[config.mk]
export PLATFORM = sky130hd
export DESIGN_NAME = gcr_counter
export DESIGN_NICKNAME = d
export VERILOG_FILES = /design/src/include/gcr_pkg.sv /design/src/rtl/gcr_step.sv /design/src/rtl/gcr_counter.sv
export SDC_FILE = /design/constraint.sdc
export NUM_CORES = 1
export LEC_CHECK = 0
export BUFFER_PORTS_ARGS = -buffer_cell sky130_fd_sc_hd__buf_2
export CAP_MARGIN = 20
export CORE_MARGIN = 3
export CORE_UTILIZATION = 45
export CTS_BUF_LIST = sky130_fd_sc_hd__clkbuf_16
export DETAILED_ROUTE_END_ITERATION = 7
export PLACE_DENSITY = 0.71
export SLEW_MARGIN = 15
export SYNTH_ARGS = -nofsm -noshare
export SYNTH_HDL_FRONTEND = slang
export SYNTH_SLANG_ARGS = --single-unit
[constraint.sdc]
create_clock -name aclk -period 3 [get_ports aclk]
set_input_delay 0 -clock aclk [delete_from_list [all_inputs] [get_ports aclk]]
set_output_delay 0 -clock aclk [all_outputs]
set_load 0.05 [all_outputs]
[src/include/gcr_pkg.sv]
package gcr_pkg;
   // ***************************************
   // Widths
   // ***************************************
   localparam int ADDR_W = 8;
   localparam int DATA_W = 32;
   localparam int CW     = 16;

   // ***************************************
   // Register map
   // ***************************************
   localparam logic [7:0] OFF_CFG     = 8'h00;
   localparam logic [7:0] OFF_PRESET  = 8'h04;
   localparam logic [7:0] OFF_CAPTURE = 8'h08;
   localparam logic [7:0] OFF_COUNT   = 8'h0c;
   localparam logic [7:0] OFF_CMD     = 8'h10;
   localparam logic [7:0] OFF_STATUS  = 8'h14;

   // ***************************************
   // Configuration word fields
   // ***************************************
   localparam logic [15:0] CFG_RST     = 16'h0800;
   localparam int          CF_OUT_LSB  = 0;
   localparam int          CF_UP       = 3;
   localparam int          CF_BCD      = 4;
   localparam int          CF_REPEAT   = 5;
   localparam int          CF_SPECIAL  = 7;
   localparam int          CF_SRC_LSB  = 8;
   localparam int          CF_POL      = 12;
   localparam int          CF_GATE_LSB = 13;

   localparam logic [2:0] OUT_LOW    = 3'h0;
   localparam logic [2:0] OUT_TC_HI  = 3'h1;
   localparam logic [2:0] OUT_FLIP   = 3'h2;
   localparam logic [2:0] OUT_HIZ    = 3'h4;
   localparam logic [2:0] OUT_TC_LO  = 3'h5;

   localparam logic [3:0] SRC_FREQ1  = 4'h8;
   localparam logic [2:0] GATE_NONE  = 3'h0;
   localparam logic [2:0] GATE_LEVEL = 3'h5;
   localparam logic [2:0] GATE_EDGE  = 3'h6;

   // ***************************************
   // Command bits and terminal values
   // ***************************************
   localparam int CMD_ARM    = 0;
   localparam int CMD_DISARM = 1;
   localparam int CMD_LOAD   = 2;
   localparam int CMD_SET    = 3;
   localparam int CMD_CLR    = 4;
   localparam int CMD_MRESET = 5;

   localparam logic [15:0] TERM_DOWN = 16'h0001;
   localparam logic [15:0] TERM_BCD  = 16'h9999;
   localparam logic [15:0] TERM_BIN  = 16'hffff;

   localparam logic [1:0] RESP_OKAY   = 2'h0;
   localparam logic [1:0] RESP_SLVERR = 2'h2;

   typedef enum logic [2:0] {
      MD_FREE, MD_LEVEL, MD_EDGE_RETRIG, MD_EDGE_SAVE, MD_GATE_SEL
   } gcr_mode_t;
endpackage

[src/rtl/gcr_step.sv]
`timescale 1ns/1ps
module gcr_step #(
   parameter int W = 16
) (
   input  wire logic [W-1:0] cnt,
   input  wire logic         up,
   input  wire logic         bcd,
   output logic      [W-1:0] nxt,
   output logic              at_term
);
   import gcr_pkg::*;

   logic [W/4:0]   carry;
   logic [W-1:0]   bcd_nxt;
   logic [W-1:0]   bin_nxt;

   assign carry[0] = 1'b1;

   // ***************************************
   // Per-digit decimal step
   // ***************************************
   genvar g;
   generate
      for (g = 0; g < W/4; g++) begin : g_dig
         wire logic [3:0] d = cnt[4*g+3:4*g];
         wire logic       wrap = up ? (d == 4'h9) : (d == 4'h0);
         assign bcd_nxt[4*g+3:4*g] = !carry[g] ? d :
                                     wrap ? (up ? 4'h0 : 4'h9) :
                                     up ? d + 4'h1 : d - 4'h1;
         assign carry[g+1] = carry[g] && wrap;
      end
   endgenerate

   assign bin_nxt = up ? cnt + {{(W-1){1'b0}}, 1'b1} : cnt - {{(W-1){1'b0}}, 1'b1};
   assign nxt     = bcd ? bcd_nxt : bin_nxt;
   // Expiry is judged one count ahead
   assign at_term = !up ? (cnt == TERM_DOWN[W-1:0]) :
                    bcd ? (cnt == TERM_BCD[W-1:0]) : (cnt == TERM_BIN[W-1:0]);
endmodule

[src/rtl/gcr_counter.sv]
// Local design decisions: the AXI4-Lite slave port and the register addresses.
`timescale 1ns/1ps
module gcr_counter (
   input  wire logic                        aclk,
   input  wire logic                        aresetn,
   input  wire logic [gcr_pkg::ADDR_W-1:0]  s_axi_awaddr,
   input  wire logic                        s_axi_awvalid,
   output logic                             s_axi_awready,
   input  wire logic [gcr_pkg::DATA_W-1:0]  s_axi_wdata,
   input  wire logic [3:0]                  s_axi_wstrb,
   input  wire logic                        s_axi_wvalid,
   output logic                             s_axi_wready,
   output logic [1:0]                       s_axi_bresp,
   output logic                             s_axi_bvalid,
   input  wire logic                        s_axi_bready,
   input  wire logic [gcr_pkg::ADDR_W-1:0]  s_axi_araddr,
   input  wire logic                        s_axi_arvalid,
   output logic                             s_axi_arready,
   output logic [gcr_pkg::DATA_W-1:0]       s_axi_rdata,
   output logic [1:0]                       s_axi_rresp,
   output logic                             s_axi_rvalid,
   input  wire logic                        s_axi_rready,
   input  wire logic                        first_prescaled_freq,
   input  wire logic                        src_pin,
   input  wire logic                        gate_pin,
   output logic                             count_out,
   output logic                             count_out_oe
);
   import gcr_pkg::*;

   // ***************************************
   // Bus slave state
   // ***************************************
   logic              awready_r, wready_r, arready_r, bvalid_r, rvalid_r;
   logic              aw_full_r, w_full_r;
   logic [ADDR_W-1:0] wr_addr_r;
   logic [DATA_W-1:0] wdata_r;
   logic [3:0]        wstrb_r;
   logic [1:0]        bresp_r, rresp_r;
   logic [DATA_W-1:0] rdata_r;

   // ***************************************
   // Counter state
   // ***************************************
   logic [CW-1:0] cfg_r, preset_r, capture_r, cnt_r;
   logic          armed_r, run_r, pend_r, second_r, tc_r, flip_r;
   logic          src_prev_r, gate_prev_r, out_r, oe_r;

   wire logic          aw_take  = s_axi_awvalid && awready_r;
   wire logic          w_take   = s_axi_wvalid && wready_r;
   wire logic          ar_take  = s_axi_arvalid && arready_r;
   wire logic          wr_fire  = aw_full_r && w_full_r && !bvalid_r;
   wire logic          hit_cfg  = wr_addr_r == OFF_CFG;
   wire logic          hit_pre  = wr_addr_r == OFF_PRESET;
   wire logic          hit_cap  = wr_addr_r == OFF_CAPTURE;
   wire logic          hit_cmd  = wr_addr_r == OFF_CMD;
   wire logic          wr_known = hit_cfg || hit_pre || hit_cap || hit_cmd;
   wire logic [CW-1:0] wmask    = {{8{wstrb_r[1]}}, {8{wstrb_r[0]}}};
   wire logic [CW-1:0] wval     = wdata_r[CW-1:0] & wmask;
   wire logic          cmd_fire = wr_fire && hit_cmd && wstrb_r[0];
   wire logic          cmd_arm  = cmd_fire && wdata_r[CMD_ARM];
   wire logic          cmd_dis  = cmd_fire && wdata_r[CMD_DISARM];
   wire logic          cmd_load = cmd_fire && wdata_r[CMD_LOAD];
   wire logic          cmd_set  = cmd_fire && wdata_r[CMD_SET];
   wire logic          cmd_clr  = cmd_fire && wdata_r[CMD_CLR];
   wire logic          cmd_mrst = cmd_fire && wdata_r[CMD_MRESET];

   // ***************************************
   // Read decode
   // ***************************************
   wire logic          rd_known = s_axi_araddr == OFF_CFG || s_axi_araddr == OFF_PRESET ||
                                  s_axi_araddr == OFF_CAPTURE || s_axi_araddr == OFF_COUNT ||
                                  s_axi_araddr == OFF_STATUS || s_axi_araddr == OFF_CMD;
   wire logic [CW-1:0] status   = {10'h000, flip_r, tc_r, second_r, pend_r, run_r, armed_r};
   wire logic [CW-1:0] rd_mux   = s_axi_araddr == OFF_CFG     ? cfg_r :
                                  s_axi_araddr == OFF_PRESET  ? preset_r :
                                  s_axi_araddr == OFF_CAPTURE ? capture_r :
                                  s_axi_araddr == OFF_COUNT   ? cnt_r :
                                  s_axi_araddr == OFF_STATUS  ? status : 16'h0000;

   // ***************************************
   // Mode decode
   // ***************************************
   wire logic [2:0] gating = cfg_r[CF_GATE_LSB+2:CF_GATE_LSB];
   wire logic       special = cfg_r[CF_SPECIAL];
   wire logic       repeat_on = cfg_r[CF_REPEAT];
   wire gcr_mode_t  mode = gating == GATE_NONE  ? (special ? MD_GATE_SEL : MD_FREE) :
                           gating == GATE_LEVEL ? MD_LEVEL :
                           gating == GATE_EDGE  ? (special ? MD_EDGE_RETRIG : MD_EDGE_SAVE) : MD_FREE;
   wire logic       edge_md = mode == MD_EDGE_RETRIG || mode == MD_EDGE_SAVE;

   // ***************************************
   // Source and gate events
   // ***************************************
   wire logic src_sel  = cfg_r[CF_SRC_LSB+3:CF_SRC_LSB] == SRC_FREQ1 ? first_prescaled_freq : src_pin;
   wire logic src_lvl  = src_sel ^ cfg_r[CF_POL];
   wire logic src_edge = src_lvl && !src_prev_r;
   wire logic gate_rise = gate_pin && !gate_prev_r;

   // Gate level counts only in level mode; edge modes count once triggered
   wire logic enable = armed_r && (mode == MD_LEVEL ? gate_pin : edge_md ? run_r : 1'b1);
   // An edge ending an expiry is always taken, even disarmed or gated off
   wire logic qual   = src_edge && (tc_r || enable);

   wire logic [CW-1:0] step_nxt;
   wire logic          at_term;
   wire logic [CW-1:0] reload_val = (mode == MD_GATE_SEL && gate_pin) ? capture_r : preset_r;
   wire logic          pend_take  = qual && pend_r && !tc_r;
   wire logic          term_hit   = qual && at_term && !pend_take;
   wire logic          retrig     = armed_r && gate_rise && (mode == MD_EDGE_RETRIG || (mode == MD_LEVEL && special));
   wire logic          save_hit   = armed_r && gate_rise && mode == MD_EDGE_SAVE && run_r;
   wire logic          tc_nxt     = qual ? term_hit : tc_r;
   wire logic          flip_nxt   = cmd_set ? 1'b1 : cmd_clr ? 1'b0 : (qual && tc_r) ? !flip_r : flip_r;
   wire logic [2:0]    out_sel    = cfg_r[CF_OUT_LSB+2:CF_OUT_LSB];
   // Unlisted output codes float the pin rather than guess a level
   wire logic          out_drv    = out_sel == OUT_LOW || out_sel == OUT_TC_HI || out_sel == OUT_TC_LO ||
                                    out_sel == OUT_FLIP;
   wire logic          out_lvl    = out_sel == OUT_TC_HI ? tc_nxt : out_sel == OUT_TC_LO ? !tc_nxt :
                                    out_sel == OUT_FLIP ? flip_nxt : 1'b0;

   gcr_step #(
      .W       (CW)
   ) u_step (
      .cnt     (cnt_r),
      .up      (cfg_r[CF_UP]),
      .bcd     (cfg_r[CF_BCD]),
      .nxt     (step_nxt),
      .at_term (at_term)
   );

   // ***************************************
   // AXI4-Lite write channel
   // ***************************************
   always_ff @(posedge aclk) begin
      if (!aresetn) begin
         awready_r <= 1'b0;
         wready_r  <= 1'b0;
         aw_full_r <= 1'b0;
         w_full_r  <= 1'b0;
         wr_addr_r <= 8'h00;
         wdata_r   <= 32'h0000_0000;
         wstrb_r   <= 4'h0;
      end else begin
         awready_r <= s_axi_awvalid && !awready_r && !aw_full_r;
         wready_r  <= s_axi_wvalid && !wready_r && !w_full_r;
         aw_full_r <= aw_take || (aw_full_r && !wr_fire);
         w_full_r  <= w_take || (w_full_r && !wr_fire);
         if (aw_take) begin
            wr_addr_r <= s_axi_awaddr;
         end
         if (w_take) begin
            wdata_r <= s_axi_wdata;
            wstrb_r <= s_axi_wstrb;
         end
      end
   end

   always_ff @(posedge aclk) begin
      if (!aresetn) begin
         bvalid_r <= 1'b0;
         bresp_r  <= RESP_OKAY;
      end else if (wr_fire) begin
         bvalid_r <= 1'b1;
         bresp_r  <= wr_known ? RESP_OKAY : RESP_SLVERR;
      end else if (s_axi_bready) begin
         bvalid_r <= 1'b0;
      end
   end

   // ***************************************
   // AXI4-Lite read channel
   // ***************************************
   always_ff @(posedge aclk) begin
      if (!aresetn) begin
         arready_r <= 1'b0;
         rvalid_r  <= 1'b0;
         rdata_r   <= 32'h0000_0000;
         rresp_r   <= RESP_OKAY;
      end else begin
         arready_r <= s_axi_arvalid && !arready_r && !rvalid_r;
         if (ar_take) begin
            rvalid_r <= 1'b1;
            rdata_r  <= {16'h0000, rd_mux};
            rresp_r  <= rd_known ? RESP_OKAY : RESP_SLVERR;
         end else if (s_axi_rready) begin
            rvalid_r <= 1'b0;
         end
      end
   end

   // ***************************************
   // Configuration and preset
   // ***************************************
   // Rewriting the word while armed is not blocked; counting may then misbehave
   always_ff @(posedge aclk) begin
      if (!aresetn || cmd_mrst) begin
         cfg_r <= CFG_RST;
      end else if (wr_fire && hit_cfg) begin
         cfg_r <= (cfg_r & ~wmask) | wval;
      end
   end

   always_ff @(posedge aclk) begin
      if (!aresetn) begin
         preset_r <= 16'h0000;
      end else if (wr_fire && hit_pre) begin
         preset_r <= (preset_r & ~wmask) | wval;
      end
   end

   // A hardware capture beats a software write in the same cycle
   always_ff @(posedge aclk) begin
      if (!aresetn) begin
         capture_r <= 16'h0000;
      end else if (retrig || save_hit) begin
         capture_r <= cnt_r;
      end else if (wr_fire && hit_cap) begin
         capture_r <= (capture_r & ~wmask) | wval;
      end
   end

   // ***************************************
   // Count register
   // ***************************************
   always_ff @(posedge aclk) begin
      if (!aresetn) begin
         cnt_r <= 16'h0000;
      end else if (cmd_load) begin
         cnt_r <= reload_val;
      end else if (pend_take) begin
         cnt_r <= preset_r;
      end else if (term_hit) begin
         cnt_r <= reload_val;
      end else if (qual) begin
         cnt_r <= step_nxt;
      end
   end

   // ***************************************
   // Arm, run and retrigger control
   // ***************************************
   always_ff @(posedge aclk) begin
      if (!aresetn || cmd_mrst) begin
         armed_r  <= 1'b0;
         run_r    <= 1'b0;
         pend_r   <= 1'b0;
         second_r <= 1'b0;
      end else begin
         if (cmd_arm) begin
            armed_r  <= 1'b1;
            second_r <= 1'b0;
         end else if (cmd_dis) begin
            armed_r <= 1'b0;
         end else if (term_hit && mode == MD_GATE_SEL && !repeat_on) begin
            armed_r  <= !second_r;
            second_r <= !second_r;
         end else if (term_hit && !edge_md && mode != MD_GATE_SEL && !repeat_on) begin
            armed_r <= 1'b0;
         end
         if (cmd_dis) begin
            run_r <= 1'b0;
         end else if (armed_r && gate_rise && edge_md) begin
            run_r <= 1'b1;
         end else if (term_hit && edge_md) begin
            run_r <= 1'b0;
         end
         if (retrig) begin
            pend_r <= 1'b1;
         end else if (pend_take || cmd_load) begin
            pend_r <= 1'b0;
         end
      end
   end

   // ***************************************
   // Expiry and output stage
   // ***************************************
   // Flip fires on the edge that ends expiry, so a preset of one flips
   // on the second edge after the trigger, or the third after a retrigger, whose first edge loads the preset
   always_ff @(posedge aclk) begin
      if (!aresetn) begin
         src_prev_r  <= 1'b0;
         gate_prev_r <= 1'b0;
         tc_r        <= 1'b0;
         flip_r      <= 1'b0;
         out_r       <= 1'b0;
         oe_r        <= 1'b1;
      end else begin
         src_prev_r  <= src_lvl;
         gate_prev_r <= gate_pin;
         tc_r        <= tc_nxt;
         flip_r      <= flip_nxt;
         out_r       <= out_lvl;
         oe_r        <= out_drv;
      end
   end

   assign s_axi_awready = awready_r;
   assign s_axi_wready  = wready_r;
   assign s_axi_bvalid  = bvalid_r;
   assign s_axi_bresp   = bresp_r;
   assign s_axi_arready = arready_r;
   assign s_axi_rvalid  = rvalid_r;
   assign s_axi_rdata   = rdata_r;
   assign s_axi_rresp   = rresp_r;
   assign count_out     = out_r;
   assign count_out_oe  = oe_r;

   // ***************************************
   // Checks
   // ***************************************
   disarmed_hold_a: assert property (@(posedge aclk) disable iff (!aresetn)
      (mode == MD_LEVEL && !armed_r && !tc_r && !cmd_load) |=> cnt_r == $past(cnt_r))
      else $error("count moved while disarmed");
   gate_off_a: assert property (@(posedge aclk) disable iff (!aresetn)
      (mode == MD_LEVEL && !gate_pin && !tc_r && !cmd_load) |=> cnt_r == $past(cnt_r))
      else $error("count moved with gate inactive");
   expiry_reload_a: assert property (@(posedge aclk) disable iff (!aresetn)
      (term_hit && !cmd_load) |=> (cnt_r == $past(reload_val)) && tc_r)
      else $error("expiry did not reload");
   retrig_capture_a: assert property (@(posedge aclk) disable iff (!aresetn)
      (retrig && mode == MD_EDGE_RETRIG && !cmd_dis && !cmd_mrst) |=> capture_r == $past(cnt_r) && pend_r && run_r)
      else $error("retrigger did not capture");
   pend_load_a: assert property (@(posedge aclk) disable iff (!aresetn)
      (pend_take && !cmd_load && !retrig) |=> cnt_r == $past(preset_r) && !pend_r)
      else $error("retrigger load missed");
   oneshot_stop_a: assert property (@(posedge aclk) disable iff (!aresetn)
      (term_hit && edge_md && !cmd_dis && !(armed_r && gate_rise)) |=> !run_r ##1 (!run_r || $past(gate_rise)))
      else $error("one-shot kept running");
   save_nodisturb_a: assert property (@(posedge aclk) disable iff (!aresetn)
      (save_hit && !qual && !cmd_load) |=> capture_r == $past(cnt_r) && cnt_r == $past(cnt_r))
      else $error("save disturbed count");
   gate_sel_a: assert property (@(posedge aclk) disable iff (!aresetn)
      (cmd_load && mode == MD_GATE_SEL && gate_pin) |=> cnt_r == $past(capture_r))
      else $error("gate high did not select capture");
   twoshot_a: assert property (@(posedge aclk) disable iff (!aresetn)
      (term_hit && mode == MD_GATE_SEL && !repeat_on && second_r && !cmd_arm && !cmd_mrst) |=> !armed_r)
      else $error("two-shot did not disarm");
   expiry_width_a: assert property (@(posedge aclk) disable iff (!aresetn)
      (tc_r && src_edge && !at_term) |=> !tc_r)
      else $error("expiry outlived a source period");
   flip_a: assert property (@(posedge aclk) disable iff (!aresetn)
      (tc_r && src_edge && !cmd_set && !cmd_clr) |=> flip_r != $past(flip_r))
      else $error("flip output missed expiry");
   reset_cfg_a: assert property (@(posedge aclk) disable iff (!aresetn)
      cmd_mrst |=> cfg_r == CFG_RST && !armed_r)
      else $error("master reset left config");
endmodule

==> results.md <==
* Vias in the first global route at 6825
* Final core occ at 56.6%
* Dpl cells at 1188
* R2r setup slk at 0.30 ns
* Clk_lat worst skew at 0.42 ns
* 1st-iter DRT viols at 738
* Fin crit share at 90.1%
* Share of cells above drive strength 1 at 15.5%
* Crit path time final at 2.70 ns
* Final Hold Viols at 0
* CTS tree: built
* Slew Viols, Final at 0
* Main flop type after synthesis: dfxtp_1
* Setup WS pre-CTS at 0.383 ns
* Clock skew at 0.00642 ns
* CTS resizes at 0
* H-tree lvl count at 4
* Overall routing resource usage at 23.9%
* FF+latch count, synth at 125
* RSZ-0062 raised after global routing: false
* Min-Delay Path Class: in -> reg
* Most common cell after layout, fill and taps aside: nand2_1
* DR WL/cell at 17.3 µm
* Clock Path Buffers at 2
* Post-route cell area at 0.00919 mm²
* Worst path slowest cell: or3b_2
* Cts hold-fix bufs at 41
* Ports at 105
* Number of synthesized flops with an enable pin at 0
* Die X-Extent at 136 µm
* Post-route setup slack at 0.297 ns
* Largest net degree at the start of global routing at 49
* Reg2reg start: cnt_r[1]$_SDFFE_PN0P_
* 1st-pass router iterations at 5
* Fin cells at 1261
* Vias per inst at 5.81
* Critical Path Source Type: flip-flop
* Final WL at 21900 µm
* CP Cell Sequence: inv_1 -> ha_1 -> or3b_2 -> a21oi_1 -> a21boi_0 -> nand2b_1 -> a31oi_4 -> o21ai_0 -> a31oi_1
* CP Class: reg -> reg
* Initial antenna violation count at 0
* Post-route ant nets at 0
* Peak fanout along the critical path at 8
* Critical Path Source: cnt_r[1]$_SDFFE_PN0P_
* Peak VDD IR at 0.448 mV
* DP Area at 0.00815 mm²
* Mapped Avg Cell Area at 8.14 µm²
* Num rows at 46
* Routed vias at 7325
* Clock transition at path regs at 0.06 ns
* Final setup violation count at 0
* Largest stage delay on the critical path at 0.45 ns
* Full die area at 0.0186 mm²
* Worst hold margin at 0.0310 ns
* Num CTS Buffers at 17
* Gpl congestion at 0.873
* Die height at 136 µm
* Drt drc at 0
* Fin Setup TNS at 0 ns
* DPL Wire Length at 15300 µm
* Mapped Area at 0.00763 mm²
* Synth Warn # at 0
* Crit path DAT at 3.05 ns
* Core Area at 0.0162 mm²
* Worst Hold End: src_prev_r$_SDFF_PN0_
* Highest Clock Rate at 370 MHz
* # diodes at 0
* Clk root buf: clkbuf_16
* Sequential element share of the synthesized area at 32.8%
* Synth async-reset ratio at 0%
* TritonCTS Sinks at 125
* Worst Reg-to-Reg Cells at 9
* Synth Instances at 938
* Slew @ Worst Pin at 0.767 ns
* Max_cap viols at 0
* Area growth from synthesis to layout at 20.4%
* Pwr dens at 456 mW/mm²
* Worst setup EP type: flip-flop
* First-pass GRT wire length at 35700 µm
* Netlist cell types at 83
* Static leakage at 3.88 nW
* Hold depth at 4
* Critical Path RT at 3.34 ns
* Reg-to-Reg End: cnt_r[13]$_SDFFE_PN0P_
* Final net count at 1110
* Port-buffer cells at 68
* Headroom to the max-slew limit at 48.8%
* Starting Density at 47.0%
* Grt total ovfl at 0
* Status: finished clean
* Commonest non-fill, non-tap cells in the layout: nand2_1 (162), dfxtp_1 (125), buf_2 (68)
* Pwr Total at 4.19 mW
* Hold Crit Start: src_pin
* Postcts setup bufs at 0
## cells in the mapped netlist (5+ instances only)
cell type	number	area (µm²)
a21boi_0	43	323
a21o_1	6	45.0
a21oi_1	49	245
a221oi_1	8	70.1
a22oi_1	5	37.5
a31oi_1	10	62.6
and2_1	15	93.8
and3_1	8	50.1
buf_2	11	55.1
buf_4	21	158
clkbuf_1	47	176
dfxtp_1	125	2500
ha_1	12	150
inv_1	20	75.1
mux2i_1	46	460
nand2_1	162	608
nand2b_1	11	68.8
nand3_1	42	210
nand4_1	7	43.8
nor2_1	45	169
nor2b_1	21	131
nor3_1	11	55.1
nor3b_1	7	52.6
nor4_1	7	43.8
o2111ai_1	12	105
o211a_1	16	160
o211ai_1	6	45.0
o21ai_0	29	145
o221ai_1	5	43.8
o22ai_1	11	68.8
o31ai_1	5	37.5
or2_2	5	31.3
xnor2_1	17	149
xor2_1	8	70.1
## metal layers
layer | part of all wire, % | wire, µm | track usage, %
met1 | 44 | 9670 | 32.2
met2 | 46 | 10200 | 38.6
met3 | 6.9 | 1510 | 4.70
met5 | 0 | 0 | 0
met4 | 2.4 | 523 | 7.33
## worst max-delay path, delay by kind of cell, from the launching register on
kind | cells | cell delay (ns)
buffers and inverters | 1 | 0.16
AND/OR/NAND/NOR | 2 | 0.70
AO/OA/AOI/OAI | 5 | 1.19
flip-flops | 1 | 0.37
adder cells (fa/ha/maj) | 1 | 0.21
## report_power, final
group / switching, mW / total (mW) / internal [mW]
logic: 0.177 / 0.278 / 0.101
registers: 0.0221 / 1.70 / 1.68
clock network: 0.810 / 2.22 / 1.40
## final cells by class
type	count	area, µm²
fillers	1429	7040
multi-input cells	726	4700
flip-flops and latches	125	2500
repair buffers	142	1010
clock buffers	17	425
well taps	216	270
clock inverters	15	211
inverters	20	75.1
## cell families after synthesis
logic type	after synthesis	synth area share [%]
buf+inv	104	6.52
xor+xnor	25	2.87
mux	50	7.11
simple gates	377	25.0
other cells	1	0.0491
compound gates	239	22.5
fa+ha+maj	17	3.15
flops	125	32.8
## worst max path at each step
stage / end / slack (ns) / cells past startpoint
6_report: cnt_r[13]$_SDFFE_PN0P_ / 0.30 / 9
5_1_grt: cnt_r[9]$_SDFFE_PN0P_ / 0.07 / 7
4_1_cts: cnt_r[13]$_SDFFE_PN0P_ / 0.33 / 9
3_5_place_dp: cnt_r[14]$_SDFFE_PN0P_ / 0.38 / 9
3_3_place_gp: cnt_r[15]$_SDFFE_PN0P_ / 0.42 / 8
2_1_floorplan: cnt_r[15]$_SDFFE_PN0P_ / 0.28 / 11
Power figures use the tool's default switching activity.
